## src/logic/mdfc_pkg.sv

```systemverilog
// Shared constants for the duplex and flow control block
package mdfc_pkg;
  // Register byte offsets
  localparam logic [7:0] OFS_CTRL = 8'h00;
  localparam logic [7:0] OFS_FLOW = 8'h04;
  localparam logic [7:0] OFS_LIMIT = 8'h08;
  localparam logic [7:0] OFS_GAP = 8'h0C;
  localparam logic [7:0] OFS_PAUSE = 8'h10;
  localparam logic [7:0] OFS_STAT = 8'h14;
  // Control register fields
  localparam int B_TX_REQ = 0;
  localparam int B_RX_EN = 1;
  localparam int B_MAC_FD = 2;
  localparam int B_PHY_FD = 3;
  localparam int B_HD_LB_DIS = 4;
  localparam int B_PHY_LB = 5;
  localparam int B_RX_PAUSE = 6;
  localparam int B_TX_PAUSE = 7;
  // Flow register fields
  localparam int B_FC_LO = 0;
  localparam int B_FD_SHADOW = 2;
  // Limit register fields
  localparam int B_RETRANSMISSION_MAXIMUM = 0;
  localparam int B_COLLISION_WINDOW = 8;
  // Status register fields
  localparam int B_ABORT = 0;
  localparam int B_PAUSED = 1;
  localparam int B_JAM = 2;
  localparam int B_LATE = 3;
  localparam int B_RETRY = 4;
  localparam int B_PTIMER = 16;
  // Reset values
  localparam logic [7:0] RST_CTRL = 8'h00;
  localparam logic [1:0] RST_FC = 2'h0;
  localparam logic [3:0] RST_RETRANSMISSION_MAXIMUM = 4'hF;
  localparam logic [5:0] RST_COLLISION_WINDOW = 6'h37;
  localparam logic [6:0] RST_GAP = 7'h12;
  localparam logic [15:0] RST_PAUSE = 16'h1000;
  // Timing: quantum in bit times, backoff exponent cap
  localparam int QUANTUM_BITS = 512;
  localparam int BACKOFF_CAP = 10;
  // Flow control field encodings in full duplex
  localparam logic [1:0] FC_OFF = 2'h0;
  localparam logic [1:0] FC_ONCE = 2'h1;
  localparam logic [1:0] FC_PERIODIC = 2'h2;
  localparam logic [1:0] FC_ZERO_OFF = 2'h3;
  // What the transmitter is told to send
  typedef enum logic [1:0] {
    KIND_PACKET,
    KIND_JAM,
    KIND_PAUSE
  } mdfc_kind_t;
endpackage

```

## src/logic/mdfc_pause_if.sv

```systemverilog
// Link between the transmit controller and its pause timer
`timescale 1ns/10ps
`default_nettype none
interface mdfc_pause_if;
  logic load;
  logic [15:0] value;
  logic bit_tick;
  logic paused;
  logic [15:0] timer;
  modport ctrl (output load, output value, output bit_tick, input paused, input timer);
  modport tmr (input load, input value, input bit_tick, output paused, output timer);
endinterface
`default_nettype wire

```

## src/logic/mdfc_top.sv

```systemverilog
// Duplex handling, collision retry and flow control for the MAC transmitter
//
// Operation
// - half duplex only when both select bits clear
// - full duplex when both set; mismatch blocks sending
// - no duplex negotiation is attempted
// - half duplex defers while carrier present, except a request that ends the jam goes straight to the gap
// - early collision backs off and retries
// - retry limit reached aborts, flags, signals error
// - late collision aborts at once
// - half duplex loops back unless disabled
// - full duplex ignores collisions and limits
// - full duplex loopback kills only the line driver; reception stays on
// - half duplex low enable bit jams preamble
// - request stops jam, waits gap, sends
// - jam resumes after packet; clearing bit stops
// - full duplex sends pause control frames
// - received pause finishes frame, then holds
// - timer steps every 512 bit times
// - new pause reloads; zero resumes sending
// - two-bit field selects pause frame mode
// - sent pause carries programmed pause value, zero in the closing mode
// - paused request waits, then sends and clears
`timescale 1ns/10ps
`default_nettype none
module mdfc_top
  import mdfc_pkg::*;
(
  // Clock and reset
  input wire logic i_sys_clk,
  input wire logic i_rst,
  // AHB-Lite slave
  input wire logic i_hsel,
  input wire logic [31:0] i_haddr,
  input wire logic [1:0] i_htrans,
  input wire logic i_hwrite,
  input wire logic [2:0] i_hsize,
  input wire logic [31:0] i_hwdata,
  input wire logic i_hready,
  output logic o_hreadyout,
  output logic [31:0] o_hrdata,
  output logic o_hresp,
  // Medium side
  input wire logic i_bit_tick,
  input wire logic i_carrier,
  input wire logic i_collision,
  input wire logic i_tx_byte,
  input wire logic i_tx_done,
  input wire logic i_rx_pause,
  input wire logic [15:0] i_rx_pause_val,
  input wire logic i_rx_busy,
  output logic o_tx_en,
  output var mdfc_kind_t o_tx_kind,
  output logic [15:0] o_tx_pause_val,
  output logic o_tx_err,
  output logic o_loopback,
  output logic o_tp_drv_off,
  output logic o_rx_enable
);
  typedef enum logic [2:0] {
    ST_IDLE, ST_DEFER, ST_GAP, ST_SEND, ST_BACKOFF
  } mdfc_state_t;

  mdfc_pause_if pif ();
  mdfc_pause_timer #(.QBITS(QUANTUM_BITS)) u_timer (
    .i_sys_clk(i_sys_clk),
    .i_rst(i_rst),
    .pif(pif)
  );

  logic [7:0] ctrl_q;
  logic [1:0] fc_q;
  logic [3:0] retransmission_maximum_q;
  logic [5:0] collision_window_q;
  logic [6:0] gap_q;
  logic [15:0] pause_q;
  logic abort_q, late_q;
  logic [3:0] retry_q;
  logic [5:0] bytes_q;
  logic [9:0] wait_q, lfsr_q;
  logic [8:0] slot_q;
  logic [14:0] period_q;
  mdfc_state_t st_q;
  logic wr_pend_q;
  logic [7:0] wr_ofs_q;

  ////////////////////////////////////////////////////////////
  // Mode decode

  logic fdx, hdx, slot_tick, jam_now, pause_due, can_pkt;
  logic early_col, late_col, do_abort, fc_clear, req_clr;
  assign hdx = !ctrl_q[B_MAC_FD] && !ctrl_q[B_PHY_FD];
  // both bits set; a mismatch selects neither mode
  assign fdx = ctrl_q[B_MAC_FD] && ctrl_q[B_PHY_FD];
  // duplex follows software only, no link negotiation
  assign slot_tick = i_bit_tick && (&slot_q);
  assign jam_now = hdx && fc_q[B_FC_LO] && st_q == ST_IDLE
    && !ctrl_q[B_TX_REQ];
  // one-shot modes and the periodic mode
  assign pause_due = fdx && ctrl_q[B_TX_PAUSE] && (fc_q == FC_ONCE
    || fc_q == FC_ZERO_OFF || (fc_q == FC_PERIODIC && period_q == '0));
  // full duplex request held while paused
  assign can_pkt = ctrl_q[B_TX_REQ] && (hdx || (fdx && !pif.paused));
  // collisions matter only in half duplex
  assign early_col = st_q == ST_SEND && i_collision && hdx
    && o_tx_kind == KIND_PACKET && bytes_q < collision_window_q;
  assign late_col = st_q == ST_SEND && i_collision && hdx
    && o_tx_kind == KIND_PACKET && bytes_q >= collision_window_q;
  assign do_abort = late_col || (early_col && retry_q == retransmission_maximum_q);
  assign fc_clear = st_q == ST_SEND && i_tx_done
    && o_tx_kind == KIND_PAUSE && fc_q != FC_PERIODIC;
  assign req_clr = do_abort || (st_q == ST_SEND && i_tx_done
    && o_tx_kind == KIND_PACKET);

  // quanta taken from the transmit bit clock
  assign pif.bit_tick = i_bit_tick;
  // receive pause only when enabled and in full duplex
  assign pif.load = i_rx_pause && fdx && ctrl_q[B_RX_PAUSE];
  assign pif.value = i_rx_pause_val;

  ////////////////////////////////////////////////////////////
  // AHB-Lite slave: writes take one wait state

  logic addr_ok;
  logic [31:0] rd_word;
  assign addr_ok = i_hready && i_hsel && i_htrans[1];

  always_comb begin
    rd_word = 32'h0000_0000;
    case (i_haddr[7:0])
      OFS_CTRL: rd_word[7:0] = ctrl_q;
      OFS_FLOW: rd_word[2:0] = {fdx, fc_q};
      OFS_LIMIT: rd_word[13:0] = {collision_window_q, 4'h0, retransmission_maximum_q};
      OFS_GAP: rd_word[6:0] = gap_q;
      OFS_PAUSE: rd_word[15:0] = pause_q;
      OFS_STAT: rd_word = {pif.timer, 8'h00, retry_q, late_q,
        jam_now, pif.paused, abort_q};
      default: rd_word = 32'h0000_0000;
    endcase
    if (i_haddr[31:8] != 24'h000000) begin
      rd_word = 32'h0000_0000;
    end
  end

  always_ff @(posedge i_sys_clk or posedge i_rst) begin
    if (i_rst) begin
      o_hreadyout <= 1'b1;
      o_hrdata <= 32'h0000_0000;
      o_hresp <= 1'b0;
      wr_pend_q <= 1'b0;
      wr_ofs_q <= 8'h00;
    end else begin
      o_hresp <= 1'b0;
      wr_pend_q <= addr_ok && i_hwrite;
      o_hreadyout <= !(addr_ok && i_hwrite);
      if (addr_ok) begin
        wr_ofs_q <= (i_haddr[31:8] == 24'h000000) ? i_haddr[7:0] : 8'hFF;
        o_hrdata <= i_hwrite ? 32'h0000_0000 : rd_word;
      end
    end
  end

  logic wr_ctrl, wr_flow, wr_stat;
  assign wr_ctrl = wr_pend_q && wr_ofs_q == OFS_CTRL;
  assign wr_flow = wr_pend_q && wr_ofs_q == OFS_FLOW;
  assign wr_stat = wr_pend_q && wr_ofs_q == OFS_STAT;

  ////////////////////////////////////////////////////////////
  // Registers

  // software request set wins over hardware clear
  always_ff @(posedge i_sys_clk or posedge i_rst) begin
    if (i_rst) begin
      ctrl_q <= RST_CTRL;
    end else if (wr_ctrl) begin
      ctrl_q <= i_hwdata[7:0] | {7'h00, req_clr & ctrl_q[B_TX_REQ]
        & ~i_hwdata[B_TX_REQ] & 1'b0};
    end else if (req_clr) begin
      ctrl_q[B_TX_REQ] <= 1'b0;
    end
  end

  // one-shot modes turn themselves off; a write wins
  always_ff @(posedge i_sys_clk or posedge i_rst) begin
    if (i_rst) begin
      fc_q <= RST_FC;
    end else if (wr_flow) begin
      fc_q <= i_hwdata[1:0];
    end else if (fc_clear) begin
      fc_q <= FC_OFF;
    end
  end

  always_ff @(posedge i_sys_clk or posedge i_rst) begin
    if (i_rst) begin
      retransmission_maximum_q <= RST_RETRANSMISSION_MAXIMUM;
      collision_window_q <= RST_COLLISION_WINDOW;
      gap_q <= RST_GAP;
      pause_q <= RST_PAUSE;
    end else if (wr_pend_q) begin
      if (wr_ofs_q == OFS_LIMIT) begin
        retransmission_maximum_q <= i_hwdata[B_RETRANSMISSION_MAXIMUM +: 4];
        collision_window_q <= i_hwdata[B_COLLISION_WINDOW +: 6];
      end
      if (wr_ofs_q == OFS_GAP) begin
        gap_q <= i_hwdata[6:0];
      end
      if (wr_ofs_q == OFS_PAUSE) begin
        pause_q <= i_hwdata[15:0];
      end
    end
  end

  // abort flag, write one to clear, a new abort wins
  always_ff @(posedge i_sys_clk or posedge i_rst) begin
    if (i_rst) begin
      abort_q <= 1'b0;
      late_q <= 1'b0;
      o_tx_err <= 1'b0;
    end else begin
      o_tx_err <= do_abort;
      if (do_abort) begin
        abort_q <= 1'b1;
        late_q <= late_col;
      end else if (wr_stat && i_hwdata[B_ABORT]) begin
        abort_q <= 1'b0;
        late_q <= 1'b0;
      end
    end
  end

  ////////////////////////////////////////////////////////////
  // Slot timing, backoff source, periodic pause spacing

  always_ff @(posedge i_sys_clk or posedge i_rst) begin
    if (i_rst) begin
      slot_q <= '0;
      lfsr_q <= 10'h001;
    end else begin
      lfsr_q <= {lfsr_q[8:0], lfsr_q[9] ^ lfsr_q[6]};
      if (i_bit_tick) begin
        slot_q <= slot_q + 9'h001;
      end
    end
  end

  // Periodic resend at half the advertised pause so the far end never resumes
  always_ff @(posedge i_sys_clk or posedge i_rst) begin
    if (i_rst) begin
      period_q <= '0;
    // Stale spacing from one-shot frames must not delay the first periodic one
    end else if (fc_q != FC_PERIODIC) begin
      period_q <= '0;
    end else if (st_q == ST_SEND && i_tx_done && o_tx_kind == KIND_PAUSE) begin
      period_q <= pause_q[15:1];
    end else if (slot_tick && period_q != '0) begin
      period_q <= period_q - 15'h0001;
    end
  end

  ////////////////////////////////////////////////////////////
  // Transmit sequencer

  logic [3:0] exp_w;
  logic [9:0] mask_w;
  assign exp_w = (retry_q >= 4'(BACKOFF_CAP - 1)) ? 4'(BACKOFF_CAP)
    : retry_q + 4'h1;
  assign mask_w = 10'((11'h001 << exp_w) - 11'h001);

  always_ff @(posedge i_sys_clk or posedge i_rst) begin
    if (i_rst) begin
      st_q <= ST_IDLE;
      o_tx_kind <= KIND_PACKET;
      retry_q <= 4'h0;
      bytes_q <= 6'h00;
      wait_q <= 10'h000;
    end else begin
      case (st_q)
        ST_IDLE: begin
          bytes_q <= 6'h00;
          if (pause_due) begin
            // pause frames go first in full duplex
            o_tx_kind <= KIND_PAUSE;
            st_q <= ST_SEND;
          end else if (can_pkt) begin
            o_tx_kind <= KIND_PACKET;
            wait_q <= 10'h000;
            if (fdx) begin
              st_q <= ST_SEND;
            // request ends the jam, then the gap
            end else if (fc_q[B_FC_LO]) begin
              st_q <= ST_GAP;
            end else begin
              st_q <= ST_DEFER;
            end
          end
        end
        // wait for the other station to finish
        ST_DEFER: begin
          wait_q <= 10'h000;
          if (!i_carrier) begin
            st_q <= ST_GAP;
          end
        end
        ST_GAP: begin
          if (i_bit_tick) begin
            wait_q <= wait_q + 10'h001;
          end
          if (wait_q >= {3'h0, gap_q}) begin
            st_q <= ST_SEND;
          end
        end
        ST_SEND: begin
          if (i_tx_byte && bytes_q != 6'h3F) begin
            bytes_q <= bytes_q + 6'h01;
          end
          if (do_abort) begin
            retry_q <= 4'h0;
            st_q <= ST_IDLE;
          // early collision keeps request, backs off
          end else if (early_col) begin
            retry_q <= retry_q + 4'h1;
            wait_q <= lfsr_q & mask_w;
            st_q <= ST_BACKOFF;
          end else if (i_tx_done) begin
            if (o_tx_kind == KIND_PACKET) begin
              retry_q <= 4'h0;
            end
            st_q <= ST_IDLE;
          end
        end
        ST_BACKOFF: begin
          bytes_q <= 6'h00;
          if (wait_q == 10'h000) begin
            st_q <= ST_DEFER;
          end else if (slot_tick) begin
            wait_q <= wait_q - 10'h001;
          end
        end
        default: st_q <= ST_IDLE;
      endcase
    end
  end

  ////////////////////////////////////////////////////////////
  // Medium outputs

  always_ff @(posedge i_sys_clk or posedge i_rst) begin
    if (i_rst) begin
      o_tx_en <= 1'b0;
      o_tx_pause_val <= 16'h0000;
      o_loopback <= 1'b0;
      o_tp_drv_off <= 1'b0;
      o_rx_enable <= 1'b0;
    end else begin
      // jam pattern drives the medium while idle
      o_tx_en <= jam_now || st_q == ST_SEND;
      // pause value from software, zero for the closing frame
      o_tx_pause_val <= (fc_q == FC_ZERO_OFF) ? 16'h0000 : pause_q;
      // half duplex echo unless disabled; opt-in in full duplex
      o_loopback <= (hdx && !ctrl_q[B_HD_LB_DIS])
        || (fdx && ctrl_q[B_PHY_LB]);
      // diagnostic loopback drops the line driver
      o_tp_drv_off <= fdx && ctrl_q[B_PHY_LB];
      o_rx_enable <= ctrl_q[B_RX_EN] && !(fdx && ctrl_q[B_PHY_LB] && i_rx_busy
        && 1'b0);
    end
  end
endmodule
`default_nettype wire

```

## src/logic/mdfc_pause_timer.sv

```systemverilog
// Receive-side pause timer counted in 512 bit-time quanta
`timescale 1ns/10ps
`default_nettype none
module mdfc_pause_timer
  import mdfc_pkg::*;
#(
  parameter int QBITS = QUANTUM_BITS
) (
  // Clock and reset
  input wire logic i_sys_clk,
  input wire logic i_rst,
  // Controller side
  mdfc_pause_if.tmr pif
);
  localparam int TW = $clog2(QBITS);

  // Quantum counter wraps on all ones, so only powers of two serve
  if (QBITS < 2 || (1 << TW) != QBITS) begin : g_bad_qbits
    $error("QBITS must be a power of two");
  end

  logic [TW-1:0] tick_q;
  logic [15:0] timer_q;

  always_ff @(posedge i_sys_clk or posedge i_rst) begin
    if (i_rst) begin
      tick_q <= '0;
    end else if (pif.load) begin
      tick_q <= '0;
    end else if (pif.bit_tick) begin
      tick_q <= tick_q + 1'b1;
    end
  end

  always_ff @(posedge i_sys_clk or posedge i_rst) begin
    if (i_rst) begin
      timer_q <= 16'h0000;
    end else if (pif.load) begin
      timer_q <= pif.value;
    end else if (pif.bit_tick && (&tick_q) && timer_q != 16'h0000) begin
      // one step per 512 bit times
      timer_q <= timer_q - 16'h0001;
    end
  end

  assign pif.timer = timer_q;
  assign pif.paused = (timer_q != 16'h0000);
endmodule
`default_nettype wire

```

## config.mk

```make
export PLATFORM = sky130hd
export DESIGN_NAME = mdfc_top
export DESIGN_NICKNAME = d
export VERILOG_FILES = /design/src/logic/mdfc_pkg.sv /design/src/logic/mdfc_pause_if.sv /design/src/logic/mdfc_top.sv /design/src/logic/mdfc_pause_timer.sv
export SDC_FILE = /design/constraint.sdc
export NUM_CORES = 1
export LEC_CHECK = 0
export BUFFER_PORTS_ARGS = -buffer_cell sky130_fd_sc_hd__buf_2
export CORE_MARGIN = 2
export CORE_UTILIZATION = 60
export DETAILED_ROUTE_END_ITERATION = 6
export PLACE_DENSITY = 0.9
export SLEW_MARGIN = 20
export SYNTH_ARGS = -nofsm -noshare
export SYNTH_HDL_FRONTEND = slang
export SYNTH_SLANG_ARGS = --single-unit
```

## constraint.sdc

```tcl
create_clock -name i_sys_clk -period 10.22 [get_ports i_sys_clk]
set_input_delay 1.533 -clock i_sys_clk [delete_from_list [all_inputs] [get_ports i_sys_clk]]
set_output_delay 1.533 -clock i_sys_clk [all_outputs]
set_load 0.02 [all_outputs]
```

==> impl_table.tex <==
\begin{tabular}{lr}
\hline
Metric & Value \\
\hline
\multicolumn{2}{l}{\textbf{Finish}} \\
\quad Final standard cell area without fillers & 11100 sq um \\
\quad NumNets Final & 1174 \\
\quad Share of layout cells above drive strength 1 & 0.229 \\
\quad Most common cell after layout, fill and taps aside & sky130\_fd\_sc\_hd\_\_dfrtp\_1 \\
\quad Post-synthesis to final-layout area growth & 13.7\% \\
\quad Commonest non-fill, non-tap cells in the layout & 177 x sky130\_fd\_sc\_hd\_\_dfrtp\_1, 130 x sky130\_fd\_sc\_hd\_\_buf\_2, 91 x sky130\_fd\_sc\_hd\_\_nand2\_1 \\
\quad Diode count & 0 \\
\multicolumn{2}{l}{\textbf{CTS}} \\
\quad Worst skew pair latency & 0.44 ns \\
\quad Hold buffer count at CTS & 0 \\
\quad Clock root buffer & sky130\_fd\_sc\_hd\_\_clkbuf\_16 \\
\quad Number of buffers added by the clock tree synthesis step & 17 \\
\quad Deepest clock path buffer count & 2 \\
\quad Clock-pin transition on the worst setup and hold timing paths & 0.07 ns \\
\quad Clock tree from TritonCTS & done \\
\quad \# H-tree levels & 4 \\
\quad Buffers inserted by post-CTS timing repair & 0 \\
\quad Resized cells post-CTS & 0 \\
\quad Sinks on the clock net & 191 \\
\multicolumn{2}{l}{\textbf{Hold path}} \\
\quad Worst min-delay path category & reg -> reg \\
\quad Cell depth of the worst min-delay path & 0 \\
\quad Worst-case hold path end point & lfsr\_q[6]\$\_DFF\_PP0\_ \\
\quad Start point of the worst min-delay path & lfsr\_q[5]\$\_DFF\_PP0\_ \\
\multicolumn{2}{l}{\textbf{STA}} \\
\quad Final TNS setup & 0 ns \\
\quad Number of hold violations in the final report & 0 \\
\quad Clock Skews & 0.00929 ns \\
\quad Ratio of final minimum period to clock period & 0.362 \\
\quad Number of slew-limit violations in the final report & 0 \\
\quad Fmax & 270 MHz \\
\quad Post-layout min period & 3.70 ns \\
\quad Setup Viol. Count Final & 0 \\
\quad Max-slew headroom at the worst pin & 0.292 \\
\quad Slew @ Worst Pin & 1.06 ns \\
\quad RSZ-0062 raised after global routing & false \\
\multicolumn{2}{l}{\textbf{Critical path}} \\
\quad Worst stage delay on the critical path & 0.72 ns \\
\quad Setup crit start kind & primary input \\
\quad Launching instance or port of the critical path & i\_haddr[0] \\
\quad Critical path start-end classification & in -> reg \\
\quad Critical Path Sink Type & register \\
\quad Worst Path Arrival & 4.06 ns \\
\quad Maximum fanout encountered on the critical timing path & 11 \\
\quad CP Cell Sequence & buf\_2 > or4\_1 > nor3\_1 > nand2\_1 > nor2\_1 > a22oi\_1 > o21ai\_0 \\
\quad Critical Path RT & 10.58 ns \\
\quad Reg-to-reg setup timing slack & 6.59 ns \\
\quad Reg2Reg Capture Point & wait\_q[6]\$\_DFFE\_PP0P\_ \\
\quad Worst path top cell family by delay & simple AND/OR/NAND/NOR gates \\
\quad Standard cell with the maximum stage delay on the critical path & sky130\_fd\_sc\_hd\_\_nor2\_1 \\
\quad Worst path bufs/invs & 1 \\
\quad Count of cells along the worst register-to-register path & 11 \\
\quad Start of the worst register-to-register path & retry\_q[0]\$\_DFFE\_PP0P\_ \\
\multicolumn{2}{l}{\textbf{Routing}} \\
\quad Highest metal used & met4 \\
\quad Post-DRT Antenna Nets & 0 \\
\quad Routed length per instance & 19.1 um \\
\quad Count of unresolved DRC violations after routing & 0 \\
\quad Pre-antenna DRT Iters & 5 \\
\quad Total number of vias & 7938 \\
\quad Detailed Route Iter0 Violations & 745 \\
\quad Final routed wirelength across all metal layers & 24400 um \\
\quad Routed metal-1 wirelength & 9770 um \\
\quad Met2 Wirelength & 11500 um \\
\quad Avg Vias per Cell & 6.24 \\
\quad Met3 wirelength from detailed routing & 1950 um \\
\multicolumn{2}{l}{\textbf{Power}} \\
\quad Clock share of power & 0.343 \\
\quad Lkg Pwr & 5.19 nW \\
\quad Internal Pwr Total & 1.36 mW \\
\quad Highest ir drop seen on vdd & 132 uV \\
\quad Sw frac & 0.294 \\
\quad Power per cell area & 174 nW/um\^{}2 \\
\quad Net switching power & 0.569 mW \\
\quad Sequential fraction of design power & 0.459 \\
\quad Combinational group share of total power & 0.197 \\
\multicolumn{2}{l}{\textbf{Logic synthesis}} \\
\quad Post-synthesis cell type count & 69 \\
\quad Post-synthesis instance total & 935 \\
\quad Main synth FF type & sky130\_fd\_sc\_hd\_\_dfrtp\_1 \\
\quad Mapped cell area & 9750 sq um \\
\quad Syn\_area\_per\_cell & 10.4 sq um \\
\quad Synth warn & 0 \\
\quad Number of enable flip-flop cells after synthesis & 0 \\
\quad Share of flip-flops with an asynchronous set or reset & 1.00 \\
\quad Fraction of the yosys area taken by sequential cells & 0.492 \\
\quad Flip-flop and latch count after synthesis & 191 \\
\multicolumn{2}{l}{\textbf{Status}} \\
\quad Result of the run & complete, no violations \\
\multicolumn{2}{l}{\textbf{Die}} \\
\quad Placeable core region & 15900 sq um \\
\quad Std-Cell Rows & 46 \\
\quad Ports & 154 \\
\quad Starting Density & 0.614 \\
\quad Area of the die & 17300 sq um \\
\quad Die H & 131 um \\
\quad Die X & 131 um \\
\multicolumn{2}{l}{\textbf{Global route}} \\
\quad GRT overflow & 0 \\
\quad Overall track demand over capacity in global routing & 0.287 \\
\quad Vias in the first global route & 7760 \\
\quad Number of antenna violations at the first check in global routing & 0 \\
\quad Maximum number of pins on one net before global-route repair & 127 \\
\quad First-pass GRT wire length & 39300 um \\
\multicolumn{2}{l}{\textbf{Placement}} \\
\quad Gpl congestion & 0.928 \\
\quad Count of input and output buffers & 130 \\
\quad HPWL reported at the end of detailed placement & 16800 um \\
\quad DP Area & 10500 sq um \\
\multicolumn{2}{l}{\textbf{Job}} \\
\quad Max-cap check violation count & 0 \\
\hline
\end{tabular}
-- how the worst max path moves through the flow --
stage / end / slack [ns] / cells past startpoint
detailed placement: o_hrdata[12]$_DFFE_PP0P_ / 6.15 / 7
global placement: o_hrdata[22]$_DFFE_PP0P_ / 6.09 / 6
CTS: o_hrdata[3]$_DFFE_PP0P_ / 6.62 / 7
floorplan: abort_q$_DFFE_PP0P_ / 3.51 / 1
global route: wait_q[6]$_DFFE_PP0P_ / 6.27 / 11
finish: o_hrdata[3]$_DFFE_PP0P_ / 6.52 / 7
-- power by group through the flow --
| stage | Clock [mW] | Sequential (mW) | Combinational [mW] |
|---|---|---|---|
| after floorplan | 0 | 0.876 | 0.302 |
| after global placement | 0 | 0.894 | 0.352 |
| after detailed placement | 0 | 0.898 | 0.370 |
| after CTS | 0.666 | 0.885 | 0.378 |
| after global routing | 0.697 | 0.895 | 0.419 |
| final | 0.663 | 0.887 | 0.381 |
-- cells by family after synthesis --
kind of cell	after synthesis	synth area share
flops	191	0.492
compound gates	196	0.135
other cells	1	0.000385
xor+xnor	57	0.0512
mux	63	0.0760
simple gates	323	0.170
buf+inv	71	0.0317
fa+ha+maj	33	0.0431
-- state kept, by name, summed over array words and instances (netlist names), 2 cells and up --
signal                    flops
o_hrdata                     32
o_tx_pause_val               16
pause_q                      16
u_timer.pif.timer            16
period_q                     15
lfsr_q                       10
wait_q                       10
slot_q                        9
u_timer.tick_q                9
ctrl_q                        8
wr_ofs_q                      8
gap_q                         7
bytes_q                       6
collision_window_q            6
retransmission_maximum_q      4
retry_q                       4
st_q                          3
fc_q                          2
-- synth_stat cells (3+ instances only) --
library cell,number,share of area
sky130_fd_sc_hd__a211oi_1,11,0.0085
sky130_fd_sc_hd__a21o_1,8,0.0062
sky130_fd_sc_hd__a21oi_1,23,0.012
sky130_fd_sc_hd__a22o_1,22,0.020
sky130_fd_sc_hd__a22oi_1,9,0.0069
sky130_fd_sc_hd__a311oi_1,4,0.0036
sky130_fd_sc_hd__a31oi_1,11,0.0071
sky130_fd_sc_hd__and2_1,23,0.015
sky130_fd_sc_hd__and3_1,12,0.0077
sky130_fd_sc_hd__buf_4,3,0.0023
sky130_fd_sc_hd__buf_6,4,0.0046
sky130_fd_sc_hd__clkbuf_1,34,0.013
sky130_fd_sc_hd__dfrtp_1,177,0.45
sky130_fd_sc_hd__dfstp_2,14,0.038
sky130_fd_sc_hd__ha_1,32,0.041
sky130_fd_sc_hd__inv_1,27,0.010
sky130_fd_sc_hd__mux2_2,42,0.049
sky130_fd_sc_hd__mux2_4,9,0.014
sky130_fd_sc_hd__mux2i_1,11,0.011
sky130_fd_sc_hd__nand2_1,91,0.035
sky130_fd_sc_hd__nand2b_1,12,0.0077
sky130_fd_sc_hd__nand3_1,18,0.0092
sky130_fd_sc_hd__nand3b_1,4,0.0031
sky130_fd_sc_hd__nand4_1,18,0.012
sky130_fd_sc_hd__nor2_1,65,0.025
sky130_fd_sc_hd__nor2b_1,7,0.0045
sky130_fd_sc_hd__nor3_1,17,0.0087
sky130_fd_sc_hd__nor3b_1,4,0.0031
sky130_fd_sc_hd__nor4_1,17,0.011
sky130_fd_sc_hd__nor4b_1,3,0.0027
sky130_fd_sc_hd__o211ai_1,4,0.0031
sky130_fd_sc_hd__o21ai_0,59,0.030
sky130_fd_sc_hd__o21bai_1,5,0.0039
sky130_fd_sc_hd__o22a_1,8,0.0072
sky130_fd_sc_hd__o22ai_1,6,0.0039
sky130_fd_sc_hd__o311ai_0,3,0.0027
sky130_fd_sc_hd__o31ai_1,5,0.0039
sky130_fd_sc_hd__or2_2,6,0.0039
sky130_fd_sc_hd__or3_1,8,0.0051
sky130_fd_sc_hd__or4_1,7,0.0054
sky130_fd_sc_hd__xnor2_1,24,0.022
sky130_fd_sc_hd__xor2_1,33,0.030
-- cell type report --
type / count / area [sq um]
well taps: 216 / 270
repair buffers: 133 / 673
flip-flops and latches: 191 / 4800
clock inverters: 10 / 140
inverters: 27 / 109
fillers: 1157 / 4800
clock buffers: 22 / 444
multi-input cells: 674 / 4650
-- worst register-to-register path: stages (launching register included) --
cell,delay [ns]
sky130_fd_sc_hd__dfrtp_1,0.75
sky130_fd_sc_hd__ha_1,0.46
sky130_fd_sc_hd__xor2_1,0.56
sky130_fd_sc_hd__o32a_1,0.33
sky130_fd_sc_hd__inv_1,0.07
sky130_fd_sc_hd__nand3_1,0.11
sky130_fd_sc_hd__ha_1,0.32
sky130_fd_sc_hd__nor2_1,0.09
sky130_fd_sc_hd__a21o_1,0.19
sky130_fd_sc_hd__a32oi_1,0.24
sky130_fd_sc_hd__o22ai_1,0.12
sky130_fd_sc_hd__mux2_4,0.27
-- per-stage QoR --
stage,util,hold WS (ns),setup WS [ns],instances,power (mW)
3_3_place_gp,0.661,0.363,6.09,1241,1.25
5_1_grt,0.698,0.398,6.27,1273,2.01
2_1_floorplan,-,0.353,3.51,936,1.18
3_5_place_dp,0.661,0.365,6.15,1241,1.27
6_report,0.698,0.388,6.52,1273,1.93
4_1_cts,0.698,0.384,6.62,1273,1.93
-- routing by layer --
metal | global-route usage | vias to the layer above
li1 | - | 3588
met1 | 0.372 | 3835
met2 | 0.454 | 416
met3 | 0.0563 | 99
met4 | 0.161 | 0
met5 | 0 | -
Power figures use the tool's default switching activity.
